===== src/hw/serial_consts.vh =====
`ifndef SERIAL_CONSTS_VH
`define SERIAL_CONSTS_VH
// register byte offsets
`define OFF_BAUD_CONTROL   12'h000
`define OFF_RECEIVE_DATA   12'h004
`define OFF_RX_STATUS_CTRL 12'h008
`define OFF_DIVISOR_LOW    12'h00c
`define OFF_DIVISOR_HIGH   12'h010
`define OFF_TX_STATUS_CTRL 12'h014
`define OFF_TRANSMIT_DATA  12'h018
`define OFF_FLAGS          12'h01c
// receive_status_control fields
`define RS_PORT_EN   7
`define RS_RX9       6
`define RS_SINGLE    5
`define RS_CONT      4
`define RS_ADDR      3
`define RS_FRAMING_ERROR_FLAG      2
`define RS_OVERRUN_ERROR_FLAG      1
`define RS_BIT8      0
// transmit_status_control fields
`define TS_MASTER    7
`define TS_TX9       6
`define TS_TRANSMIT_ENABLE      5
`define TS_SYNC      4
`define TS_HIGHSPEED 2
`define TS_SHIFT_REGISTER_EMPTY      1
`define TS_BIT8      0
// baud_control fields
`define BC_POLARITY  4
`define BC_WIDE      3
// flag register fields
`define FL_TXEMPTY   0
`define FL_TRANSMIT_INTERRUPT_ENABLE      1
`define FL_RXFULL    2
// reset values
`define RST_BYTE     8'h00
`define RST_TX_STAT  8'h02
// divider prescales: baud tick = clock/((prescale/16+1)*(n+1)), fraction dropped
`define PRE_LOW      6'h3f
`define PRE_MID      6'h0f
`define PRE_FAST     6'h03
`define MID_SAMPLE   5'h07
`define SAMPLES      5'h10
`define FLAG_DELAY   2'h2
`endif


===== src/hw/async_serial_transceiver.v =====
`timescale 1ns/10ps
// Operation
// - idle transmit line rests at mark
// - start, eight or nine data, stop
// - each bit lasts one bit period
// - baud generator, 8-bit or 16-bit divider
// - data bits least significant first
// - tx and rx independent, shared rate; ninth-bit select per direction
// - no hardware parity; ninth bit only
// - transmitter needs enable, async, port enable
// - port enable drives transmit pin output
// - empty flag sets when transmit enabled
// - buffer write starts, moves if shifter empty
// - queued char loads one cycle after stop bit begins
// - polarity bit inverts idle and data
// - empty clear only when busy and queued
// - empty flag valid two cycles after write
// - empty flag read-only
// - flag independent of enable; irq gated
// - port enable bit 7; clear holds reset
// - continuous enable runs receiver; single ignored
// - single enable self-clears in synchronous master
// - address detect in nine-bit mode loads only when bit8 set; eight-bit mode loads all
`include "serial_consts.vh"
module async_serial_transceiver (
  input  wire        clock,
  input  wire        reset,
  input  wire        psel,
  input  wire        penable,
  input  wire        pwrite,
  input  wire [11:0] paddr,
  input  wire [31:0] pwdata,
  output reg  [31:0] prdata,
  output reg         pready,
  output reg         pslverr,
  input  wire        rxPin,
  output reg         txPinOut,
  output reg         txPinOe,
  output reg         txInterrupt
);
  reg [7:0] baudCtl_q;
  reg [7:0] rxCtl_q;
  reg [7:0] divLo_q;
  reg [7:0] divHi_q;
  reg [7:0] txCtl_q;
  reg [7:0] rxData_q;
  reg       rxBit8_q;
  reg       framing_error_flag_q;
  reg       overrun_error_flag_q;
  reg       rxFull_q;
  reg       transmit_interrupt_enable_q;
  reg [8:0] txBuf_q;
  reg [8:0] tsr_q;
  reg       txBufFull_q;
  reg       tsrBusy_q;
  reg [1:0] flagDelay_q;
  reg       txEmpty_q;
  reg [1:0] rxSync_q;

  wire portEn   = rxCtl_q[`RS_PORT_EN];
  // port enable clear holds every engine in reset
  wire portRst  = reset | ~portEn;
  // synchronous mode is not built; selecting it idles the transmitter and, as master, lets single receive self-clear
  wire txActive = txCtl_q[`TS_TRANSMIT_ENABLE] & ~txCtl_q[`TS_SYNC] & portEn;
  wire rxOn     = rxCtl_q[`RS_CONT] & portEn;
  wire nine     = rxCtl_q[`RS_RX9];
  wire txNine   = txCtl_q[`TS_TX9];
  wire access   = psel & penable;
  wire wr       = access & pwrite;
  wire rd       = access & ~pwrite;
  wire setupCyc = psel & ~penable;

  ////////////////////////////////////////////////////////////////
  // baud tick generator, shared by both directions
  reg [15:0] divCnt_q;
  reg [5:0]  preCnt_q;
  reg        tick_q;
  wire [15:0] divisor = baudCtl_q[`BC_WIDE] ?
                        {divHi_q, divLo_q} :
                        {8'h00, divLo_q};
  // sixteen ticks a bit: the slow setting spends four divider periods a tick, the
  // fastest cannot go below one divider period a tick and so runs like the middle one
  reg  [5:0]  preLim;
  wire [5:0]  subLim  = preLim >> 4;
  always @* begin
    case ({txCtl_q[`TS_HIGHSPEED], baudCtl_q[`BC_WIDE]})
      2'b00:   preLim = `PRE_LOW;
      2'b01:   preLim = `PRE_MID;
      2'b10:   preLim = `PRE_MID;
      default: preLim = `PRE_FAST;
    endcase
  end
  always @(posedge clock) begin
    if (portRst) begin
      divCnt_q  <= 16'h0000;
      preCnt_q  <= 6'h00;
      tick_q    <= 1'b0;
    end else begin
      tick_q <= 1'b0;
      if (divCnt_q >= divisor) begin
        divCnt_q <= 16'h0000;
        if (preCnt_q >= subLim) begin
          preCnt_q <= 6'h00;
          tick_q   <= 1'b1;
        end else begin
          preCnt_q <= preCnt_q + 6'h01;
        end
      end else begin
        divCnt_q <= divCnt_q + 16'h0001;
      end
    end
  end

  ////////////////////////////////////////////////////////////////
  // transmitter
  localparam TX_IDLE = 2'h0, TX_START = 2'h1, TX_DATA = 2'h2, TX_STOP = 2'h3;
  reg [1:0] txState_q;
  reg [4:0] txSub_q;
  reg [3:0] txBit_q;
  reg       txLine_q;
  wire      bufWrite = wr & (paddr == `OFF_TRANSMIT_DATA);
  wire      bitEnd   = tick_q & (txSub_q == `SAMPLES - 5'h01);
  wire [3:0] txLast  = txNine ? 4'h8 : 4'h7;
  // queued char moves one cycle after stop begins
  reg       stopBegan_q;
  reg       reloaded_q;
  always @(posedge clock) begin
    if (portRst | ~txActive) begin
      txState_q   <= TX_IDLE;
      txSub_q     <= 5'h00;
      txBit_q     <= 4'h0;
      txLine_q    <= 1'b1;
      tsr_q       <= 9'h000;
      tsrBusy_q   <= 1'b0;
      txBufFull_q <= 1'b0;
      txBuf_q     <= 9'h000;
      stopBegan_q <= 1'b0;
      reloaded_q  <= 1'b0;
    end else begin
      stopBegan_q <= 1'b0;
      if (tick_q)
        txSub_q <= (txSub_q == `SAMPLES - 5'h01) ? 5'h00 : txSub_q + 5'h01;
      if (bufWrite) begin
        txBuf_q     <= {txCtl_q[`TS_BIT8], pwdata[7:0]};
        txBufFull_q <= 1'b1;
      end
      case (txState_q)
        TX_IDLE: begin
          txLine_q <= 1'b1;
          // start on a tick so the start bit is a whole bit long
          if (txBufFull_q & tick_q) begin
            tsr_q       <= txBuf_q;
            tsrBusy_q   <= 1'b1;
            txBufFull_q <= bufWrite;
            txState_q   <= TX_START;
            txSub_q     <= 5'h00;
            txLine_q    <= 1'b0;
          end
        end
        TX_START: begin
          if (bitEnd) begin
            txState_q <= TX_DATA;
            txBit_q   <= 4'h0;
            txLine_q  <= tsr_q[0];
          end
        end
        TX_DATA: begin
          if (bitEnd) begin
            if (txBit_q == txLast) begin
              txState_q   <= TX_STOP;
              txLine_q    <= 1'b1;
              stopBegan_q <= 1'b1;
            end else begin
              txBit_q  <= txBit_q + 4'h1;
              tsr_q    <= {1'b0, tsr_q[8:1]};
              txLine_q <= tsr_q[1];
            end
          end
        end
        TX_STOP: begin
          if (stopBegan_q & txBufFull_q & ~bufWrite) begin
            tsr_q       <= txBuf_q;
            txBufFull_q <= 1'b0;
            reloaded_q  <= 1'b1;
          end
          // a character reloaded at stop begin starts right after this stop bit; a later one waits in idle for a tick
          if (bitEnd) begin
            reloaded_q <= 1'b0;
            if (reloaded_q) begin
              txState_q <= TX_START;
              txLine_q  <= 1'b0;
            end else begin
              tsrBusy_q <= 1'b0;
              txState_q <= TX_IDLE;
            end
          end
        end
        default: txState_q <= TX_IDLE;
      endcase
    end
  end

  // empty flag follows buffer state with a two-cycle settle
  always @(posedge clock) begin
    if (portRst) begin
      flagDelay_q <= 2'h0;
      txEmpty_q   <= 1'b0;
    end else begin
      if (bufWrite)
        // reads inside the settle window still show the old state
        flagDelay_q <= `FLAG_DELAY;
      else if (flagDelay_q != 2'h0)
        flagDelay_q <= flagDelay_q - 2'h1;
      if (flagDelay_q == 2'h0 || flagDelay_q == 2'h1)
        txEmpty_q <= txActive & ~(txBufFull_q & tsrBusy_q);
    end
  end

  ////////////////////////////////////////////////////////////////
  // receiver
  localparam RX_IDLE = 2'h0, RX_START = 2'h1, RX_DATA = 2'h2, RX_STOP = 2'h3;
  reg [1:0] rxState_q;
  reg [4:0] rxSub_q;
  reg [3:0] rxBit_q;
  reg [8:0] rsr_q;
  wire      rxIn     = rxSync_q[1];
  wire      rxSample = tick_q & (rxSub_q == `MID_SAMPLE);
  wire [3:0] rxLast  = nine ? 4'h8 : 4'h7;
  wire      bufRead  = rd & (paddr == `OFF_RECEIVE_DATA);
  always @(posedge clock) begin
    // mark preset: no false start edge right after reset
    if (reset)
      rxSync_q <= 2'h3;
    else
      rxSync_q <= {rxSync_q[0], rxPin};
  end

  // accept rule for a completed frame
  wire [8:0] rxWord  = nine ? rsr_q : {1'b0, rsr_q[8:1]};
  wire       accept  = ~(nine & rxCtl_q[`RS_ADDR]) | rsr_q[8];
  always @(posedge clock) begin
    if (portRst | ~rxOn) begin
      rxState_q <= RX_IDLE;
      rxSub_q   <= 5'h00;
      rxBit_q   <= 4'h0;
      rsr_q     <= 9'h000;
      overrun_error_flag_q    <= 1'b0;
      // a switched-off receiver keeps its last character readable
      if (portRst) begin
        rxFull_q <= 1'b0;
        rxData_q <= `RST_BYTE;
        rxBit8_q <= 1'b0;
        framing_error_flag_q   <= 1'b0;
      end else begin
        rxFull_q <= rxFull_q & ~bufRead;
      end
    end else begin
      if (bufRead)
        rxFull_q <= 1'b0;
      if (tick_q)
        rxSub_q <= (rxSub_q == `SAMPLES - 5'h01) ? 5'h00 : rxSub_q + 5'h01;
      case (rxState_q)
        RX_IDLE: begin
          if (~rxIn) begin
            rxState_q <= RX_START;
            rxSub_q   <= 5'h00;
          end
        end
        RX_START: begin
          if (rxSample)
            rxState_q <= rxIn ? RX_IDLE : RX_DATA;
          rxBit_q <= 4'h0;
        end
        RX_DATA: begin
          if (rxSample) begin
            rsr_q <= {rxIn, rsr_q[8:1]};
            if (rxBit_q == rxLast)
              rxState_q <= RX_STOP;
            else
              rxBit_q <= rxBit_q + 4'h1;
          end
        end
        RX_STOP: begin
          if (rxSample) begin
            rxState_q <= RX_IDLE;
            if (accept) begin
              // overrun drops the new character, the old one stays
              if (rxFull_q & ~bufRead)
                overrun_error_flag_q <= 1'b1;
              else begin
                rxData_q <= rxWord[7:0];
                rxBit8_q <= rxWord[8];
                framing_error_flag_q   <= ~rxIn;
                rxFull_q <= 1'b1;
              end
            end
          end
        end
        default: rxState_q <= RX_IDLE;
      endcase
    end
  end

  ////////////////////////////////////////////////////////////////
  // registers and APB slave, zero-wait
  // the eight mapped offsets only; anything else, aligned or not, answers with an error
  wire       decOk = (paddr == `OFF_BAUD_CONTROL) |
                     (paddr == `OFF_RECEIVE_DATA) |
                     (paddr == `OFF_RX_STATUS_CTRL) |
                     (paddr == `OFF_DIVISOR_LOW) |
                     (paddr == `OFF_DIVISOR_HIGH) |
                     (paddr == `OFF_TX_STATUS_CTRL) |
                     (paddr == `OFF_TRANSMIT_DATA) |
                     (paddr == `OFF_FLAGS);
  reg  [7:0] rdByte;
  always @* begin
    case (paddr)
      `OFF_BAUD_CONTROL:   rdByte = baudCtl_q;
      `OFF_RECEIVE_DATA:   rdByte = rxData_q;
      `OFF_RX_STATUS_CTRL: rdByte = {rxCtl_q[7:3], framing_error_flag_q, overrun_error_flag_q, rxBit8_q};
      `OFF_DIVISOR_LOW:    rdByte = divLo_q;
      `OFF_DIVISOR_HIGH:   rdByte = divHi_q;
      `OFF_TX_STATUS_CTRL: rdByte = {txCtl_q[7:2], ~tsrBusy_q, txCtl_q[0]};
      `OFF_FLAGS:          rdByte = {5'h00, rxFull_q, transmit_interrupt_enable_q, txEmpty_q};
      default:             rdByte = 8'h00;
    endcase
  end

  always @(posedge clock) begin
    if (reset) begin
      baudCtl_q   <= `RST_BYTE;
      rxCtl_q     <= `RST_BYTE;
      divLo_q     <= `RST_BYTE;
      divHi_q     <= `RST_BYTE;
      txCtl_q     <= `RST_TX_STAT;
      transmit_interrupt_enable_q      <= 1'b0;
      prdata      <= 32'h00000000;
      pready      <= 1'b0;
      pslverr     <= 1'b0;
      txPinOut    <= 1'b1;
      txPinOe     <= 1'b0;
      txInterrupt <= 1'b0;
    end else begin
      // read data latched in setup, so ready can answer in the first access cycle
      pready  <= setupCyc;
      pslverr <= setupCyc & ~decOk;
      if (setupCyc & ~pwrite)
        prdata <= {24'h000000, rdByte};
      // writes land only at the access edge
      if (wr & pready & decOk) begin
        case (paddr)
          `OFF_BAUD_CONTROL:   baudCtl_q <= pwdata[7:0] & 8'h18;
          `OFF_RX_STATUS_CTRL: rxCtl_q   <= {pwdata[7:3], 3'h0};
          `OFF_DIVISOR_LOW:    divLo_q   <= pwdata[7:0];
          `OFF_DIVISOR_HIGH:   divHi_q   <= pwdata[7:0];
          `OFF_TX_STATUS_CTRL: txCtl_q   <= {pwdata[7:2], 1'b0, pwdata[0]};
          `OFF_FLAGS:          transmit_interrupt_enable_q    <= pwdata[`FL_TRANSMIT_INTERRUPT_ENABLE];
          default:             transmit_interrupt_enable_q    <= transmit_interrupt_enable_q;
        endcase
      end
      // synchronous master single receive self-clears when idle
      if (txCtl_q[`TS_SYNC] & txCtl_q[`TS_MASTER] & rxCtl_q[`RS_SINGLE] &
          rxState_q == RX_IDLE & ~rxOn)
        rxCtl_q[`RS_SINGLE] <= 1'b0;
      txPinOe     <= portEn;
      // polarity applied last, so the shift path never sees it
      txPinOut    <= txLine_q ^ baudCtl_q[`BC_POLARITY];
      txInterrupt <= txEmpty_q & transmit_interrupt_enable_q;
    end
  end
endmodule


===== config.mk =====
export PLATFORM = sky130hd
export DESIGN_NAME = async_serial_transceiver
export DESIGN_NICKNAME = d
export VERILOG_FILES = /design/src/hw/async_serial_transceiver.v
export VERILOG_INCLUDE_DIRS = /design/src /design/src/hw
export SDC_FILE = /design/constraint.sdc
export NUM_CORES = 1
export LEC_CHECK = 0
export BUFFER_PORTS_ARGS = -buffer_cell sky130_fd_sc_hd__buf_4
export CAP_MARGIN = 20
export CORE_ASPECT_RATIO = 0.75
export CORE_MARGIN = 4
export CORE_UTILIZATION = 45
export DETAILED_ROUTE_END_ITERATION = 10
export HOLD_SLACK_MARGIN = 0.15
export PLACE_DENSITY = 0.67
export SETUP_SLACK_MARGIN = 0.15
export SLEW_MARGIN = 5
export SYNTH_ARGS = -nofsm -noshare
export SYNTH_HDL_FRONTEND = slang
export SYNTH_SLANG_ARGS = --single-unit
export TNS_END_PERCENT = 5

===== constraint.sdc =====
create_clock -name clock -period 3.1 [get_ports clock]
set_input_delay 0.93 -clock clock [delete_from_list [all_inputs] [get_ports clock]]
set_output_delay 0.93 -clock clock [all_outputs]
set_load 0.01 [all_outputs]

**Word-level counts from Yosys, hierarchy flattened**

Cells that the tools add are included.

- Bits in writable memories: 0
- Memories: 0
- Bits in latches: 0
- Input bits: 50
- Memory bits (read-only): 0
- Word-level logic and storage cells: 266
- Bits in registers: 139

- Multipliers: 0
- Bitwise operators: 55
- Reductions and logical operators: 39
- Multiplexer cells: 86
- Equal/unequal tests: 38
- $add $sub $neg: 7
- Div/mod/pow operators: 0
- Magnitude comparators: 2
- Shift-type cells: 0

Operators with widths:

| kind | count |
|---|---|
| 8-bit case mux with 7 select lines | 1 |
| 12-bit by 5-bit equality test with 1-bit output (second input constant) | 4 |
| 8-bit two-way mux | 6 |
| 9-bit two-way mux | 5 |
| 5-bit two-way mux | 8 |
| 1-bit two-way mux | 35 |
| 2-bit != test (second input constant) | 17 |
| 4-bit two-way mux | 7 |
| 1-bit AND | 27 |
| 9-bit case mux with 3 select lines | 1 |
| 2-bit two-way mux | 13 |
| 12-bit by 4-bit equality test with 1-bit output (second input constant) | 2 |
| 5-bit AND reduction | 4 |
| 2-bit nonzero test | 9 |
| 16-bit by 1-bit adder with 16-bit output (second input constant) | 1 |
| 16-bit greater-or-equal comparator | 1 |
| 16-bit two-way mux | 1 |
| 1-bit inverter | 16 |
| 2-bit case mux with 4 select lines | 2 |
| 4-bit case mux with 2 select lines | 2 |
| 2-bit AND reduction | 8 |
| 4-bit AND reduction | 4 |
| 12-bit by 3-bit equality test with 1-bit output (second input constant) | 1 |
| 12-bit zero test | 1 |
| other kinds (22) | 51 |

**Depth between registers and ports, before layout**

Gate-level depths: netlist (run 1).

- Depth after elaboration: 10
- Depth in mapped cells: 10
- Depth with buffers taken out: 8

**Worst setup path before layout (run 1)**

Ideal clock, no wire load.

- Path type: input port to flip-flop
- From: in paddr[9]
- To: reg framing_error_flag_q, enable pin
- Setup time: 0.336 ns
- Path slack: 0.104 ns
- Data required time: 2.764 ns
- Cell stages on the path: 6
- Arrival: 2.659 ns
- Path through: or4_4 nor3_1 buf_2 nand3_1 o31ai_1 a21o_1

- Word-level cells in the longest chain between the ends: 6

RTL lines:

| what | RTL line | RTL |
|---|---|---|
| start: declaration | async_serial_transceiver.v:31 | `input wire [11:0] paddr,` |
| 12-bit by 3-bit equality test with 1-bit output | n/a |  |
| 1-bit AND | async_serial_transceiver.v:229 | `` wire bufRead = rd & (paddr == `OFF_RECEIVE_DATA); `` |
| 1-bit inverter | async_serial_transceiver.v:288 | `if (rxFull_q & ~bufRead)` |
| 1-bit AND | async_serial_transceiver.v:288 |  |
| 2-bit != test (no source line) | n/a |  |
| 5-bit AND reduction (no source line) | n/a |  |
| end signal: assignment | async_serial_transceiver.v:293 | `framing_error_flag_q <= ~rxIn;` |
| end: declaration | async_serial_transceiver.v:48 | `reg framing_error_flag_q;` |

Every way passes these cells.
A chain may end at the register's enable or synchronous reset.

**Final worst setup path (run 1)**

- From: in paddr[9]
- To: reg rxData_q[1], enable pin

- Word-level cells in the longest chain between the ends: 6

RTL lines:

| what | RTL line | RTL |
|---|---|---|
| 12-bit by 3-bit equality test with 1-bit output | n/a |  |
| 1-bit AND | async_serial_transceiver.v:229 |  |
| 1-bit inverter | async_serial_transceiver.v:288 |  |
| 1-bit AND | async_serial_transceiver.v:288 |  |
| 2-bit != test (no source line) | n/a |  |
| 5-bit AND reduction (no source line) | n/a |  |
| end signal: assignment | async_serial_transceiver.v:251 | `` rxData_q <= `RST_BYTE; `` |
| end signal: assignment | async_serial_transceiver.v:291 | `rxData_q <= rxWord[7:0];` |
| end: declaration | async_serial_transceiver.v:46 | `reg [7:0] rxData_q;` |

Every way passes these cells.

==> impl_metrics.csv, run 1 <==
group,metric,value,unit
run_status,status,"complete, no violations",
placement,dp_hpwl,12000,um
timing,fmax,382,MHz
route,antenna_left,0,
route,wl_met3,959,um
layout,drive_gt1_frac,0.124,
timing,setup_viol_count_final,0,
clock_network,cts_resized,0,
worst_setup_path,critPathLaunchType,"primary input",
route,route.detailed.drc,0,
worst_setup_path,crit_type,"in -> reg",
route,routed-wl-met2,7530,um
clock_network,insertion_delay,0.41,ns
synthesis,yosysSeqAreaShare,0.424,
worst_setup_path,worstPathArrival,2.72,ns
job,maxCapViolCount,0,
floorplanning,row_count,38,
pwr,p_int,3290,uW
timing,rsz0062_at_grt,"false",
global_route,grt_max_degree,27,
synthesis,avgSynthCellArea,8.80,sq um
route,route.detailed.wl_per_inst,15.9,um
placement,port_buffers,38,
pwr,p_leak,0.00302,uW
global_route,grt_pass1_vias,5431,
synthesis,synth-seq-cells,138,
timing,slew_violations,0,
synthesis,yosys_warnings,0,
timing,hold_violations,0,
clock_network,cts.path.max_buffers,2,
layout,fin_cells,1014,
pwr,switching_share,0.208,
worst_setup_path,critPathCaptureType,"register",
route,drt_iter0_markers,404,
clock_network,clk_pin_slew,0.06,ns
pwr,switchingPower,862,uW
min_path,hold_class,"reg -> reg",
synthesis,ys_async_sr_fraction,0,
floorplanning,dieArea,0.0170,sq mm
worst_setup_path,worstPathMaxFanout,10,
route,vias,5559,
global_route,antenna_found_initial,0,
route,highest_layer,"met4",
pwr,ir_drop,0.353,mV
floorplanning,die_h,114,um
clock_network,cts_made_buffers,17,
placement,numPlacedInstances,982,
worst_setup_path,r2r_setup_slack,0.58,ns
timing,tightestPinTransition,0.722,ns
floorplanning,fp.dieW,149,um
timing,tns,0,ns
layout,nFillCells,1327,
layout,final_nets,879,
timing,max_slew_margin,0.517,
global_route,grt_first_pass_wirelength,27000,um
synthesis,syn_inst,767,
pwr,p_seq_frac,0.433,
timing,min_period_over_period,0.844,
pwr,pwr-share-comb,0.023,
floorplanning,core,0.0146,sq mm
clock_network,hold_buffers,0,
clock_network,cts_tree,"yes",
worst_setup_path,critPathRequiredTime,3.20,ns
layout,synthToLayoutAreaGrowth,15.8,%
clock_network,cts-htree-levels,4,
pwr,pwr-share-clk,0.544,
floorplanning,io_pins,87,
route,drtPass1Iterations,7,
synthesis,synth_edf_count,10,
timing,finClkSkew,0.00782,ns
global_route,grt_overflow_total,0,
synthesis,yosysUniqueCellTypes,61,
clock_network,cts_sinks,138,
timing,period_needed,2.62,ns
route,viasPerCell,5.48,
clock_network,cts_root_buf,"clkbuf_16",
global_route,grtUsageTotal,0.197,
route,routed_wl,16100,um
synthesis,synth_area,0.00675,sq mm
layout,antennaDiodeCount,0,
synthesis,ys.flop_type,"dfxtp_1",
floorplanning,start_util,0.463,
clock_network,post_cts_buffers,0,
pwr,power.density,531,mW/mm^2
route,drt-met1-wl,7400,um
placement,place.gp.congestion,0.867,
==> cells in the mapped netlist, drive strengths merged (4+ instances only) <==
cell type,count,area share
edfxtp,10,0.044
o21ai,24,0.018
o211ai,4,0.0044
and4,4,0.0052
a211oi,4,0.0044
dfxtp,128,0.38
nand2b,8,0.0074
mux2i,56,0.083
nor3,26,0.019
a221o,4,0.0059
nor2b,6,0.0056
o31ai,5,0.0056
nand3,18,0.014
or4,10,0.012
a21oi,36,0.027
a22oi,19,0.021
and3,13,0.012
inv,27,0.015
xnor2,11,0.014
nand4,11,0.011
or2,6,0.0056
nor2,83,0.046
xor2,11,0.014
ha,28,0.052
and2,6,0.0056
nor4,4,0.0059
nand2,95,0.053
clkbuf,29,0.016
buf,30,0.031
==> cell families after synthesis <==
kind of cell,share of synthesized area
simple gates,0.222
flops,0.424
compound gates,0.123
buf+inv,0.0617
mux,0.0880
fa+ha+maj,0.0519
xor+xnor,0.0285
other cells,0.000555
==> power groups by stage <==
stage	Sequential [uW]	Combinational, uW	Clock [uW]
after floorplan	1830	68.8	0
after global placement	1840	92.6	0
after detailed placement	1840	93.4	0
after CTS	1800	94.0	2290
after global routing	1800	104	2380
final	1800	95.6	2260
==> registers in the layout (all words and copies together) (netlist names), 6 cells and up, named ones only <==
register	count
txCtl_q	7
rsr_q	9
tsr_q	9
divLo_q	8
rxData_q	8
prdata	8
divCnt_q	16
txBuf_q	9
preCnt_q	6
divHi_q	8
==> cell type report <==
| type | count | area, sq um | share of cell area |
|---|---|---|---|
| multi-input cells | 566 | 3570 | 0.456 |
| flip-flops and latches | 138 | 2860 | 0.366 |
| clock buffers | 19 | 443 | 0.0566 |
| repair buffers | 51 | 383 | 0.0490 |
| well taps | 200 | 250 | 0.0320 |
| clock inverters | 13 | 213 | 0.0272 |
| inverters | 27 | 101 | 0.0130 |
==> metrics by stage <==
stage | setup WS (ns) | power (uW) | cell area [sq um] | hold slack, ns | utilization
floorplan | 0.184 | 1900 | 6840 | 0.389 | -
global placement | 0.0381 | 1930 | 7160 | 0.393 | 0.491
detailed placement | 0.0461 | 1930 | 7160 | 0.408 | 0.491
CTS | 0.483 | 4180 | 7820 | 0.423 | 0.536
global route | 0.376 | 4280 | 7820 | 0.452 | 0.536
finish | 0.484 | 4150 | 7820 | 0.419 | 0.536
==> worst paths after layout <==
path | start | endpoint | depth (start not counted)
worst min-delay path | rxSync_q[0]$_SDFF_PP1_ | rxSync_q[1]$_SDFF_PP1_ | 1
worst max-delay path | paddr[9] | rxData_q[1]$_SDFFCE_PN0P_ | 6
worst max register to register | txState_q[0]$_SDFFE_PP0P_ | tsr_q[5]$_SDFFE_PP0P_ | 7
worst min register to register | rxSync_q[0]$_SDFF_PP1_ | rxSync_q[1]$_SDFF_PP1_ | 1
==> placed cells by master, fill, tap and decap left out, types with 13 or more instances in the layout <==
cell type,netlist,routed
dfxtp_1,128,128
nand2_1,95,95
nor2_1,83,83
mux2i_1,56,56
buf_4,24,51
a21oi_1,36,36
ha_1,28,28
inv_1,27,27
nor3_1,26,26
o21ai_0,24,24
conb_1,1,24
a22oi_1,19,19
nand3_1,17,17
clkbuf_16,0,17
and3_1,13,13
==> critical path, stage by stage <==
cell and delay (ns):
buf_4 0.11, or4_4 0.54, nor3_1 0.31, nand3_1 0.12, o31ai_1 0.37, a21o_2 0.33
==> routing by layer <==
| layer | global-route usage | vias to the layer above |
|---|---|---|
| met5 | 0 | - |
| met4 | 0.0543 | 0 |
| met3 | 0.0546 | 14 |
| met2 | 0.310 | 162 |
| met1 | 0.268 | 2648 |
| li1 | - | 2735 |
(Power assumes the default switching activity.)
==> inputs of run 2 (changes only) <==
==> constraint.sdc (replaced) <==
create_clock -name clock -period 2.4 [get_ports clock]
set_input_delay 0.72 -clock clock [delete_from_list [all_inputs] [get_ports clock]]
set_output_delay 0.72 -clock clock [all_outputs]
set_load 0.01 [all_outputs]
==> impl_metrics.csv, run 2 (synthesis results as in run 1) <==
group,metric,value,unit
global_route,grtUsageTotal,0.200,
placement,port_buffers,38,
layout,regArea,0.00287,sq mm
run_status,status,"complete, no violations",
min_path,worstHoldEndpoint,"rxSync_q[1]$_SDFF_PP1_",
worst_setup_path,rr_startpoint,"baudCtl_q[3]$_SDFFE_PP0P_",
layout,final_common_cell,"dfxtp_1",
clock_network,cts_sinks,138,
clock_network,cts-htree-levels,4,
worst_setup_path,crit_top_cell,"buf_4",
worst_setup_path,worst-path-buf-inv,3,
timing,finClkSkew,0.00878,ns
route,drt_iter0_markers,480,
worst_setup_path,worstRegToRegCells,8,
placement,placed_area,0.00742,sq mm
timing,min_period_over_period,0.925,
route,vias,5723,
route,route.detailed.wl_per_inst,16.3,um
layout,drive_gt1_frac,0.157,
floorplanning,die_h,114,um
floorplanning,core,0.0146,sq mm
min_path,hold_path.startpoint,"rxSync_q[0]$_SDFF_PP1_",
worst_setup_path,critPathCaptureType,"register",
layout,nFillCells,1318,
global_route,grt_pass1_vias,5351,
layout,largest-register,"divCnt_q",
placement,dp_slack,-0.211,ns
layout,antennaDiodeCount,0,
worst_setup_path,rr_endpoint,"divCnt_q[4]$_SDFF_PP0_",
job,maxCapViolCount,0,
worst_setup_path,worstPathMaxFanout,8,
timing,setup_viol_count_final,0,
clock_network,insertion_delay,0.42,ns
timing,fmax,450,MHz
clock_network,hold_buffers,0,
clock_network,clk_pin_slew,0.06,ns
global_route,grt_overflow_total,0,
route,drtPass1Iterations,5,
clock_network,cts_root_buf,"clkbuf_16",
worst_setup_path,slowest_delay,0.54,ns
layout,stdcell_area,0.00806,sq mm
worst_setup_path,path_cells,"buf_4 > or4b_4 > nor4_4 > buf_4 > buf_4 > and3_1 > nand2_1 > a21oi_1",
layout,multi_input_area,0.00362,sq mm
layout,fin_cells,1039,
pwr,ir_drop,0.404,mV
layout,final_cell_mix,"dfxtp_1, nand2_1, nor2_1",
timing,setup_ws,0.179,ns
min_path,hold_class,"reg -> reg",
route,route.detailed.drc,0,
timing,tightestPinTransition,0.893,ns
worst_setup_path,worstPathArrival,2.57,ns
floorplanning,dieArea,0.0170,sq mm
placement,place.gp.congestion,0.837,
global_route,grt_max_degree,23,
worst_setup_path,r2r_setup_slack,0.21,ns
floorplanning,fp.dieW,149,um
timing,period_needed,2.22,ns
route,antenna_left,0,
timing,hold_violations,0,
worst_setup_path,crit_path_top_delay_cell,"or4b_4",
clock_network,cts.path.max_buffers,2,
clock_network,cts_made_buffers,17,
floorplanning,row_count,38,
timing,max_slew_margin,0.402,
timing,tns,0,ns
layout,largest_reg_flops,16,
timing,slew_violations,0,
timing,rsz0062_at_grt,"true",
worst_setup_path,critPathLaunchType,"primary input",
worst_setup_path,critical_path.top_delay_family,"simple AND/OR/NAND/NOR gates",
placement,numPlacedInstances,1007,
worst_setup_path,crit_type,"in -> reg",
pwr,p_leak,0.00315,uW
global_route,antenna_found_initial,0,
global_route,grt_first_pass_wirelength,27000,um
route,viasPerCell,5.51,
min_path,min_delay_path_depth,1,
layout,synthToLayoutAreaGrowth,19.4,%
placement,dp_hpwl,12300,um
floorplanning,io_pins,87,
clock_network,cts_tree,"yes",
pwr,power.density,648,mW/mm^2
floorplanning,start_util,0.463,
route,routed_wl,16900,um
worst_setup_path,critPathRequiredTime,2.75,ns
layout,final_nets,904,
==> run 2: cell types whose count changed in the layout (fill, tap and decap cells not counted), sizes merged <==
cell | before | now
clkbuf | 19 | 20
bufinv | 5 | 3
buf | 51 | 76
clkinv | 1 | 2
==> run 2: routing by layer <==
layer | up-vias | share of wire | global-route usage
li1 | 2787 | - | -
met4 | 0 | 0.0083 | 0.0524
met2 | 159 | 0.47 | 0.318
met5 | - | 0 | 0
met1 | 2763 | 0.47 | 0.272
met3 | 14 | 0.051 | 0.0526
==> run 2: layout make-up <==
cell class	count	area share
Multi-Input combinational cell	566	0.449
Sequential cell	138	0.356
Timing Repair Buffer	76	0.0739
Clock buffer	20	0.0580
Tap cell	200	0.0310
Clock inverter	12	0.0199
Inverter	27	0.0126
==> run 2: stage by stage <==
step | util | hold slack, ns | total power, uW
final | 0.552 | 0.409 | 5230
after floorplan | - | 0.389 | 2460
after detailed placement | 0.509 | 0.398 | 2510
after global placement | 0.509 | 0.393 | 2500
after CTS | 0.552 | 0.413 | 5280
after global routing | 0.552 | 0.451 | 5400
==> run 2: worst max-delay path by stage <==
stage                                  from                                       end  slack [ns]  depth (start not counted)
finish                             paddr[1]                   divHi_q[0]$_SDFFE_PP0P_        0.18                          8
floorplan                         paddr[10]        framing_error_flag_q$_SDFFCE_PN0P_       -0.05                          6
CTS                 divLo_q[5]$_SDFFE_PP0P_                    divCnt_q[4]$_SDFF_PP0_        0.17                          8
global placement                   paddr[1]  transmit_interrupt_enable_q$_SDFFE_PP0P_       -0.18                          7
global route        divLo_q[2]$_SDFFE_PP0P_                    divCnt_q[4]$_SDFF_PP0_        0.12                          8
detailed placement                 paddr[1]                   txCtl_q[7]$_SDFFE_PP0P_       -0.21                          8
==> run 2: power breakdown <==
part	leakage, uW	internal, uW	switching, uW	total, uW
registers	0.00116	2320	3.43	2320
logic	0.00169	52.0	86.5	138
clock network	0.000303	1740	1030	2770
==> run 2: what timing repair did <==
action	CTS	global route
setup endpoints to repair	14	23
gates resized for setup	1	2
endpoints found under the hold margin	0	0
setup buffers	0	0
pin swaps	0	0
